===== src/verilog/sss_map.vh =====
`ifndef SSS_MAP_VH
`define SSS_MAP_VH

// ----------------------------------------
// clock and timing figures
// ----------------------------------------
`define SSS_CLK_KHZ         32'd25000
`define SSS_PG_TIMEOUT_US   32'd6250
`define SSS_RST_TIMEOUT_MS  32'd200
`define SSS_WD_INIT_MS      32'd102400
`define SSS_WD_NORM_MS      32'd1600

// ----------------------------------------
// reset values of the output stages
// ----------------------------------------
`define SSS_PG_RST          1'b0
`define SSS_RESET_RST       1'b0
`define SSS_WDF_RST         1'b1

// ----------------------------------------
// watchdog period strap encoding
// ----------------------------------------
`define SSS_WD_CFG_OFF      1'b0
`define SSS_WD_CFG_DEFAULT  1'b1

`endif


===== src/verilog/sss_supervisor.v =====
`timescale 1ns/1ps
`include "sss_map.vh"

// Contract
// - power-good low while its supply is low or enable_n is high.
// - power-good releases after 6.25 ms clear; any recurrence restarts the wait.
// - reset low while any supply is low or manual_reset_n is low.
// - after all reset causes clear, reset stays low one full timeout, then releases.
// - kick level steady beyond watchdog timeout drives watchdog fault low.
// - watchdog timer restarts on asserted reset and on every kick edge while margin is high; edges while margin is low are lost.
// - margin low freezes power-good, reset and watchdog fault outputs.
// - margin beats manual reset; reset keeps its present state.
// - unused margin floats or is tied high; floating reads inactive.
// - default watchdog timeout is 102.4 s initially, 1.6 s in normal mode.
// - watchdog period strap low disables the watchdog completely.
module sss_supervisor #(
	parameter        NCH         = 8,
	parameter [31:0] PG_CYC      = `SSS_PG_TIMEOUT_US * `SSS_CLK_KHZ / 32'd1000,
	parameter [31:0] RST_CYC     = `SSS_RST_TIMEOUT_MS * `SSS_CLK_KHZ,
	parameter [31:0] WD_INIT_CYC = `SSS_WD_INIT_MS * `SSS_CLK_KHZ,
	parameter [31:0] WD_NORM_CYC = `SSS_WD_NORM_MS * `SSS_CLK_KHZ
) (
	input  wire           clk_i,
	input  wire           sys_rst_i,
	input  wire [NCH-1:0] supply_low_i,
	input  wire           enable_n_i,
	input  wire           manual_reset_n_i,
	input  wire           margin_n_i,
	input  wire           watchdog_kick_in_i,
	input  wire           watchdog_period_cfg_i,
	output reg  [NCH-1:0] power_good_out_n_o,
	output reg  [NCH-1:0] power_good_oe_o,
	output reg            reset_out_n_o,
	output reg            reset_oe_o,
	output reg            watchdog_fault_out_n_o,
	output reg            watchdog_fault_oe_o
);

	localparam SW = NCH + 5;

	// ----------------------------------------
	// input synchronisers
	// ----------------------------------------
	wire [SW-1:0] raw_in;
	reg  [SW-1:0] sync_s1;
	reg  [SW-1:0] sync_s2;
	reg  [SW-1:0] sync_s3;
	reg  [SW-1:0] clean;

	assign raw_in = {watchdog_period_cfg_i,
			watchdog_kick_in_i,
			margin_n_i,
			manual_reset_n_i,
			enable_n_i,
			supply_low_i};

	// idle-safe values: supplies low, enable off, controls inactive, strap off
	// every stage shares them, so no false change follows reset
	localparam [SW-1:0] SYNC_RST = {2'h0, 3'h7, {NCH{1'b1}}};

	// stage one may go metastable; only stage two reads it
	always @(posedge clk_i) begin
		if (sys_rst_i) begin
			sync_s1 <= SYNC_RST;
			sync_s2 <= SYNC_RST;
			sync_s3 <= SYNC_RST;
			clean   <= SYNC_RST;
		end else begin
			sync_s1 <= raw_in;
			sync_s2 <= sync_s1;
			sync_s3 <= sync_s2;
			// a change counts once stages two and three agree
			clean   <= (sync_s2 & ~(sync_s2 ^ sync_s3)) | (clean & (sync_s2 ^ sync_s3));
		end
	end

	wire [NCH-1:0] low_q    = clean[NCH-1:0];
	wire           en_off   = clean[NCH];
	wire           mr_act   = ~clean[NCH+1];
	wire           margin   = ~clean[NCH+2];
	wire           kick_q   = clean[NCH+3];
	wire           wd_cfg   = clean[NCH+4];

	// ----------------------------------------
	// shared timeout step
	// ----------------------------------------
	// true once a running count has reached its last cycle
	function cnt_done;
		input [31:0] cnt;
		input [31:0] lim;
		begin
			cnt_done = (cnt >= lim - 32'd1);
		end
	endfunction

	// saturates so a long hold cannot wrap the count
	function [31:0] step_cnt;
		input [31:0] cnt;
		input [31:0] lim;
		begin
			if (cnt_done(cnt, lim))
				step_cnt = cnt;
			else
				step_cnt = cnt + 32'd1;
		end
	endfunction

	// ----------------------------------------
	// power-good channels
	// ----------------------------------------
	reg [31:0] pg_cnt [0:NCH-1];
	integer    i;

	always @(posedge clk_i) begin
		if (sys_rst_i) begin
			for (i = 0; i < NCH; i = i + 1) begin
				pg_cnt[i]             <= 32'h0;
				power_good_out_n_o[i] <= `SSS_PG_RST;
				power_good_oe_o[i]    <= ~`SSS_PG_RST;
			end
		end else if (!margin) begin
			// each channel restarts its own wait from zero
			for (i = 0; i < NCH; i = i + 1) begin
				if (low_q[i] || en_off) begin
					pg_cnt[i]             <= 32'h0;
					power_good_out_n_o[i] <= 1'b0;
					power_good_oe_o[i]    <= 1'b1;
				end else if (!power_good_out_n_o[i]) begin
					if (cnt_done(pg_cnt[i], PG_CYC)) begin
						power_good_out_n_o[i] <= 1'b1;
						power_good_oe_o[i]    <= 1'b0;
					end else begin
						pg_cnt[i] <= step_cnt(pg_cnt[i], PG_CYC);
					end
				end
			end
		end
	end

	// ----------------------------------------
	// system reset output
	// ----------------------------------------
	reg [31:0] rst_cnt;

	always @(posedge clk_i) begin
		if (sys_rst_i) begin
			rst_cnt       <= 32'h0;
			reset_out_n_o <= `SSS_RESET_RST;
			reset_oe_o    <= ~`SSS_RESET_RST;
		end else if (!margin) begin
			// margin wins over manual reset, so nothing here moves under it
			if ((|low_q) || mr_act) begin
				rst_cnt       <= 32'h0;
				reset_out_n_o <= 1'b0;
				reset_oe_o    <= 1'b1;
			end else if (!reset_out_n_o) begin
				if (cnt_done(rst_cnt, RST_CYC)) begin
					reset_out_n_o <= 1'b1;
					reset_oe_o    <= 1'b0;
				end else begin
					rst_cnt <= step_cnt(rst_cnt, RST_CYC);
				end
			end
		end
	end

	// ----------------------------------------
	// watchdog
	// ----------------------------------------
	reg [31:0] wd_cnt;
	reg        wd_init;
	reg        kick_prev;
	wire       kick_edge = kick_q ^ kick_prev;
	// initial mode lasts until the first kick edge after reset
	wire [31:0] wd_lim   = wd_init ? WD_INIT_CYC : WD_NORM_CYC;

	// kick history follows the pin even while margin holds the outputs
	always @(posedge clk_i) begin
		if (sys_rst_i) begin
			kick_prev <= 1'b0;
		end else begin
			kick_prev <= kick_q;
		end
	end

	always @(posedge clk_i) begin
		if (sys_rst_i) begin
			wd_cnt                 <= 32'h0;
			wd_init                <= 1'b1;
			watchdog_fault_out_n_o <= `SSS_WDF_RST;
			watchdog_fault_oe_o    <= ~`SSS_WDF_RST;
		end else if (!margin) begin
			if (wd_cfg == `SSS_WD_CFG_OFF) begin
				wd_cnt                 <= 32'h0;
				wd_init                <= 1'b1;
				watchdog_fault_out_n_o <= 1'b1;
				watchdog_fault_oe_o    <= 1'b0;
			end else if (!reset_out_n_o) begin
				wd_cnt                 <= 32'h0;
				wd_init                <= 1'b1;
				watchdog_fault_out_n_o <= 1'b1;
				watchdog_fault_oe_o    <= 1'b0;
			end else if (kick_edge) begin
				wd_cnt                 <= 32'h0;
				wd_init                <= 1'b0;
				watchdog_fault_out_n_o <= 1'b1;
				watchdog_fault_oe_o    <= 1'b0;
			end else if (cnt_done(wd_cnt, wd_lim)) begin
				watchdog_fault_out_n_o <= 1'b0;
				watchdog_fault_oe_o    <= 1'b1;
			end else begin
				wd_cnt <= step_cnt(wd_cnt, wd_lim);
			end
		end
	end

endmodule


===== config.mk =====
export PLATFORM = sky130hd
export DESIGN_NAME = sss_supervisor
export DESIGN_NICKNAME = d
export VERILOG_FILES = /design/src/verilog/sss_supervisor.v
export VERILOG_INCLUDE_DIRS = /design/src /design/src/verilog
export SDC_FILE = /design/constraint.sdc
export NUM_CORES = 1
export LEC_CHECK = 0
export ABC_AREA = 1
export BUFFER_PORTS_ARGS = -buffer_cell sky130_fd_sc_hd__buf_2
export CAP_MARGIN = 20
export CORE_MARGIN = 2
export CORE_UTILIZATION = 35
export DETAILED_ROUTE_END_ITERATION = 16
export PLACE_DENSITY = 0.47
export SYNTH_ARGS = -nofsm -noshare
export SYNTH_HDL_FRONTEND = slang
export SYNTH_SLANG_ARGS = --single-unit

===== constraint.sdc =====
create_clock -name clk_i -period 3.19 [get_ports clk_i]
set_input_delay 0.638 -clock clk_i [delete_from_list [all_inputs] [get_ports clk_i]]
set_output_delay 0.638 -clock clk_i [all_outputs]
set_load 0.05 [all_outputs]

==> Word-level counts from Yosys, hierarchy flattened <==
Memory sizes are Yosys's and may differ from the RTL's.
Cells that the tools add are included.
W data, S select, Z words.
{ "totals": {"ff_bits": 138, "mem_bits_rw": 256, "input_bits": 15, "out_inout_bits": 20, "wordCells": 322, "memories": 1} }
{ "classes": {"addsub": 11, "order_cmp": 10, "eq_ne": 13, "n_mux": 211, "bitwise": 23, "reduce_logical": 32} }
{ "mem_list": {"columns": ["memory", "depth", "word_bits", "rd", "rd_ports_with_merged_regs", "write_ports", "line_no", "text"], "rows": [
  ["pg_cnt", 8, 32, 8, 0, 8, "sss_supervisor.v:111", "reg [31:0] pg_cnt [0:NCH-1];"]
]} }
{ "ops": {"columns": ["cell", "n"], "rows": [
  ["$mux W32", 64],
  ["$add A32 B1 Y32 const B", 10],
  ["$ge A32 B18 Y1 const B", 8],
  ["$mux W1", 147],
  ["$ge A32 B23 Y1 const B", 1],
  ["$ge A32 B32 Y1", 1],
  ["$sub A32 B1 Y32 const B", 1],
  ["$reduce_and A3 Y1", 10],
  ["$and A13 B13 Y13", 2],
  ["$ne A2 B1 Y1 const B", 9],
  ["$reduce_bool A2 Y1", 9],
  ["$or A1 B1 Y1", 16],
  ["$not A13 Y13", 1],
  ["$or A13 B13 Y13", 1],
  ["$xor A13 B13 Y13", 1],
  ["$logic_or A1 B1 Y1", 9],
  ["$reduce_or A8 Y1", 1],
  ["$reduce_and A2 Y1", 3],
  ["$ne A4 B2 Y1 const B", 1],
  ["$ne A4 B4 Y1 const B", 1],
  ["$ne A3 B2 Y1 const B", 1],
  ["$ne A2 B2 Y1 const B", 1],
  ["$not A1 Y1", 1],
  ["$xor A1 B1 Y1", 1]
]} }

==> Depth between registers and ports, before layout <==
An unclocked memory read counts as a cell.
{ "logic_depth": {"word_depth": 9, "ltp_mapped": 14, "depth_no_buf": 14} }

==> Worst setup path after synthesis <==
No wires, ideal clock.
{ "synth_path": {"path_type": "input to register", "startpoint": "in sys_rst_i", "endpoint": "mem pg_cnt[0][0], enable pin", "setup_time_ns": 0.390, "t_arrival_ns": 1.883, "slack_ns": 0.917, "stages": 4, "cell_sequence": "buf_2 > buf_1 > a21oi_1 > nand2_1"} }
{ "synth_lines": {"columns": ["item", "line_no", "text"], "rows": [
  ["from (decl)", "sss_supervisor.v:24", "input wire sys_rst_i,"],
  ["to (decl)", "sss_supervisor.v:111", null]
]} }

==> Final worst setup path <==
{ "layout_path": {"startpoint": "reg wd_init", "endpoint": "reg wd_cnt[28]"} }
{ "layout_between": {"elab_chain_cells": 5} }
{ "layout_rtl": {"columns": ["item", "line_no", "text"], "rows": [
  ["from (decl)", "sss_supervisor.v:171", "reg wd_init;"],
  ["from (signal assigned)", "sss_supervisor.v:189", "wd_init <= 1'b1;"],
  ["from (signal assigned)", "sss_supervisor.v:195", "wd_init <= 1'b1;"],
  ["from (signal assigned)", "sss_supervisor.v:200", "wd_init <= 1'b1;"],
  ["$mux W32", "sss_supervisor.v:175", "wire [31:0] wd_lim = wd_init ? WD_INIT_CYC : WD_NORM_CYC;"],
  ["$sub A32 B1 Y32", "sss_supervisor.v:92", "cnt_done = (cnt >= lim - 32'd1);"],
  ["$ge A32 B32 Y1", "sss_supervisor.v:92", null],
  ["$ne A4 B4 Y1 (no source line)", null, null],
  ["$reduce_and A2 Y1 (no source line)", null, null],
  ["to (signal assigned)", "sss_supervisor.v:212", "wd_cnt <= step_cnt(wd_cnt, wd_lim);"],
  ["to (decl)", "sss_supervisor.v:170", "reg [31:0] wd_cnt;"]
]} }
Every way passes these cells.
A chain may end at the register's enable or synchronous reset.

==> metrics.txt <==
Mean Syn Cell Area 8.79 µm²; Critical Path Start wd_init; Final Wtd Congestion around 0.88; unrepaired setup endpoints after global routing false; post-synthesis to final-layout area growth 15.2%; portion of the post-synthesis area used by sequential elements 0.545; number of warning messages in the yosys log 0; Slew headroom 0.450; post-cts sizing count 0; biggest cell delay along the critical path approximately 0.38 ns; result of the run completed; top routing layer in use met4; deepest clock path buffer count 3; estimated wirelength of the detail-placed design 27100 µm; met2 routed wirelength 17600 µm; core region area ~54000 µm²; most common library cells after synthesis sky130_fd_sc_hd__nand2_1 (443), sky130_fd_sc_hd__nor2_1 (417), sky130_fd_sc_hd__edfxtp_1 (256), sky130_fd_sc_hd__inv_1 (195), sky130_fd_sc_hd__nand3_1 (149); Synth top area share 0.401; later-pin clock latency in the skew report about 0.57 ns; clock sink count a little under 400; fmax 0.404 GHz; number of instances in the synthesized netlist 2180; Total Routing Usage GR 0.145; clock-pin slew of the registers on the worst-case setup and hold paths 0.06 ns; post-route minimum period 2.47 ns; number of antenna violations at the first check in global routing 0; vias per std cell between 4 and 5; post-placement setup slack about 0.77 ns; Final Hold Violating Endpoints 0; Synth area leaders sky130_fd_sc_hd__edfxtp_1 (40%), sky130_fd_sc_hd__dfxtp_1 (14%), sky130_fd_sc_hd__nand2_1 (8.7%), sky130_fd_sc_hd__nor2_1 (8.2%), sky130_fd_sc_hd__nand3_1 (3.9%); CP Buf/Inv Count 4; Vias between 10000 and 15000; hold crit path type in -> reg; measured slew at the worst slew-check pin just over 0.8 ns; first-pass GRT wire length approximately 68000 µm; share of flip-flops with an asynchronous set or reset after synthesis 0; CP Launch Type flip-flop; Die Outline Area 56700 µm²; die height around 240 µm; post-route clock period utilization 0.775; quantity of I/O buffers inserted on ports 34; detailed-route DRC error count 0; Largest delay share family, worst path simple AND/OR/NAND/NOR gates; first-iteration detailed-routing DRC count 860; most used flip-flop cell after synthesis sky130_fd_sc_hd__edfxtp_1; Leak slightly above 8 nW; cell type of the slowest stage on the worst timing path sky130_fd_sc_hd__dfxtp_1; endpoint kind of the worst setup timing path flip-flop; Worst Path Max Fanout 31; final global-route overflow total 0; vias in the first global route between 10000 and 15000; count of pins on the block boundary 35; number of distinct library cell variants in the gate-level netlist after synthesis 45; TNS Setup 0 ns; most frequent cell after synthesis sky130_fd_sc_hd__nand2_1; Max IR drop VDD between 0.3 and 0.4 mV; Pins Over Slew Limit 0; power density normalized to cell area just under 500 nW/µm²; number of buffers created by CTS 46; Metal-1 WL ~20000 µm; library cell used as clock root buffer sky130_fd_sc_hd__clkbuf_16; clock skew after layout about 0.011 ns; WP data required about 3.7 ns; CTS tree built; first-pass iteration count of the detailed router 7; Starting Density 0.355; critical path, cell by cell inv_1 > ha_1 > inv_1 > nor2_1 > nand2_1 > nor2_1 > inv_1 > nor2_1 > nand2_2 > nand3_4 > buf_4 > nand3_1 > a21oi_1; Syn Std Cell Area around 19000 µm²; category of the most critical setup path reg -> reg; number of synthesized register bits slightly below 400; fin worst setup slack 0.716 ns; number of enable-type register cells in the synthesized netlist 256; Total Routed Length 40200 µm; number of antenna diodes 0; final setup violation count 0; number of rows created at floorplan 85; largest net degree at the start of global routing 108; # Post-CTS Setup Buffers 0; count of nets left with antenna violations after detail routing 0; worst hold start supply_low_i[1]; fraction of layout cells with a size suffix above 1 0.0833; net count reported at finish between 2000 and 2500; FF-to-FF Start wd_init; total number of H-tree levels 2; number of violations of the max-capacitance limit 0; wire length on met3 between 1500 and 2000 µm; library cell with the largest summed area after synthesis sky130_fd_sc_hd__edfxtp_1; Crit path arrival time between 2 and 3 ns; die outline width 238 µm; cts-stage hold buffer count 0; routed length per placed instance 13.1 µm
routing by layer:
metal | track usage | vias to the layer above
met5 | 0 | -
met4 | 0.0466 | 0
met3 | 0.0287 | 69
met2 | 0.230 | 222
met1 | 0.201 | 6540
li1 | - | 7428
report_power, final:
| group | internal [mW] | total, mW | switching (mW) |
|---|---|---|---|
| Combinational | 0.0361 | 0.112 | 0.0756 |
| Sequential | 5.50 | 5.53 | 0.0308 |
| Clock | 3.25 | 5.35 | 2.10 |
state kept, by name (all words and copies together) (netlist names), named ones only:
signal	flops
sync_s2	13
pg_cnt	256
sync_s3	13
wd_init	1
reset_oe_o	1
reset_out_n_o	1
watchdog_fault_oe_o	1
rst_cnt	32
power_good_oe_o	8
kick_prev	1
wd_cnt	32
sync_s1	13
power_good_out_n_o	8
watchdog_fault_out_n_o	1
worst paths after layout:
kind / slack (ns) / endpoint / cells after the start
hold / removal: 0.25 / sync_s1[1] / 2
setup reg to reg: 0.72 / wd_cnt[28] / 13
hold reg to reg: 0.40 / sync_s2[11] / 2
setup / recovery: 0.72 / wd_cnt[28] / 13
stage by stage:
step	utilization	instances	hold WS [ns]	instance area (µm²)	power (mW)
detailed placement	0.380	2988	0.394	20500	5.75
finish	0.409	3072	0.248	22100	11.0
CTS	0.409	3072	0.210	22100	11.2
global route	0.409	3072	0.215	22100	11.4
global placement	0.380	2988	0.392	20500	5.74
floorplan	-	2291	0.388	19600	5.70
logic make-up (layout without fill, tap and decap cells):
logic type,after synthesis,in the layout,share of synthesized area
AND/OR/NAND/NOR,1244,1244,0.285
flip-flops,394,394,0.545
buffers and inverters,252,337,0.0548
AO/OA/AOI/OAI,139,139,0.0382
XOR/XNOR,111,111,0.0511
adder cells (fa/ha/maj),39,39,0.0253
other,1,112,0.000196
layout by cell type (no fill, tap or decap), drive strengths merged:
cell type	instances
xor2	82
nor4	29
nor3b	14
buf	52
clkinvlp	1
ha	38
conb	112
clkinv	15
xnor2	29
or2	41
nand4	48
o21ai	35
a31o	2
maj3	1
bufinv	5
a31oi	2
nand3b	4
a21o	2
inv	201
clkbuf	63
edfxtp	256
nand2	448
a21oi	90
nor2	427
dfxtp	138
nand3	152
and3	2
a211oi	1
nor3	79
o21bai	5
o22ai	2
cell type report:
type	count	area (µm²)
well taps	696	871
multi-input cells	1645	8090
clock buffers	63	1290
fillers	5452	31900
flip-flops and latches	394	10500
inverters	201	754
clock inverters	21	253
repair buffers	52	383
No activity file was read; power rests on OpenSTA's default activity.
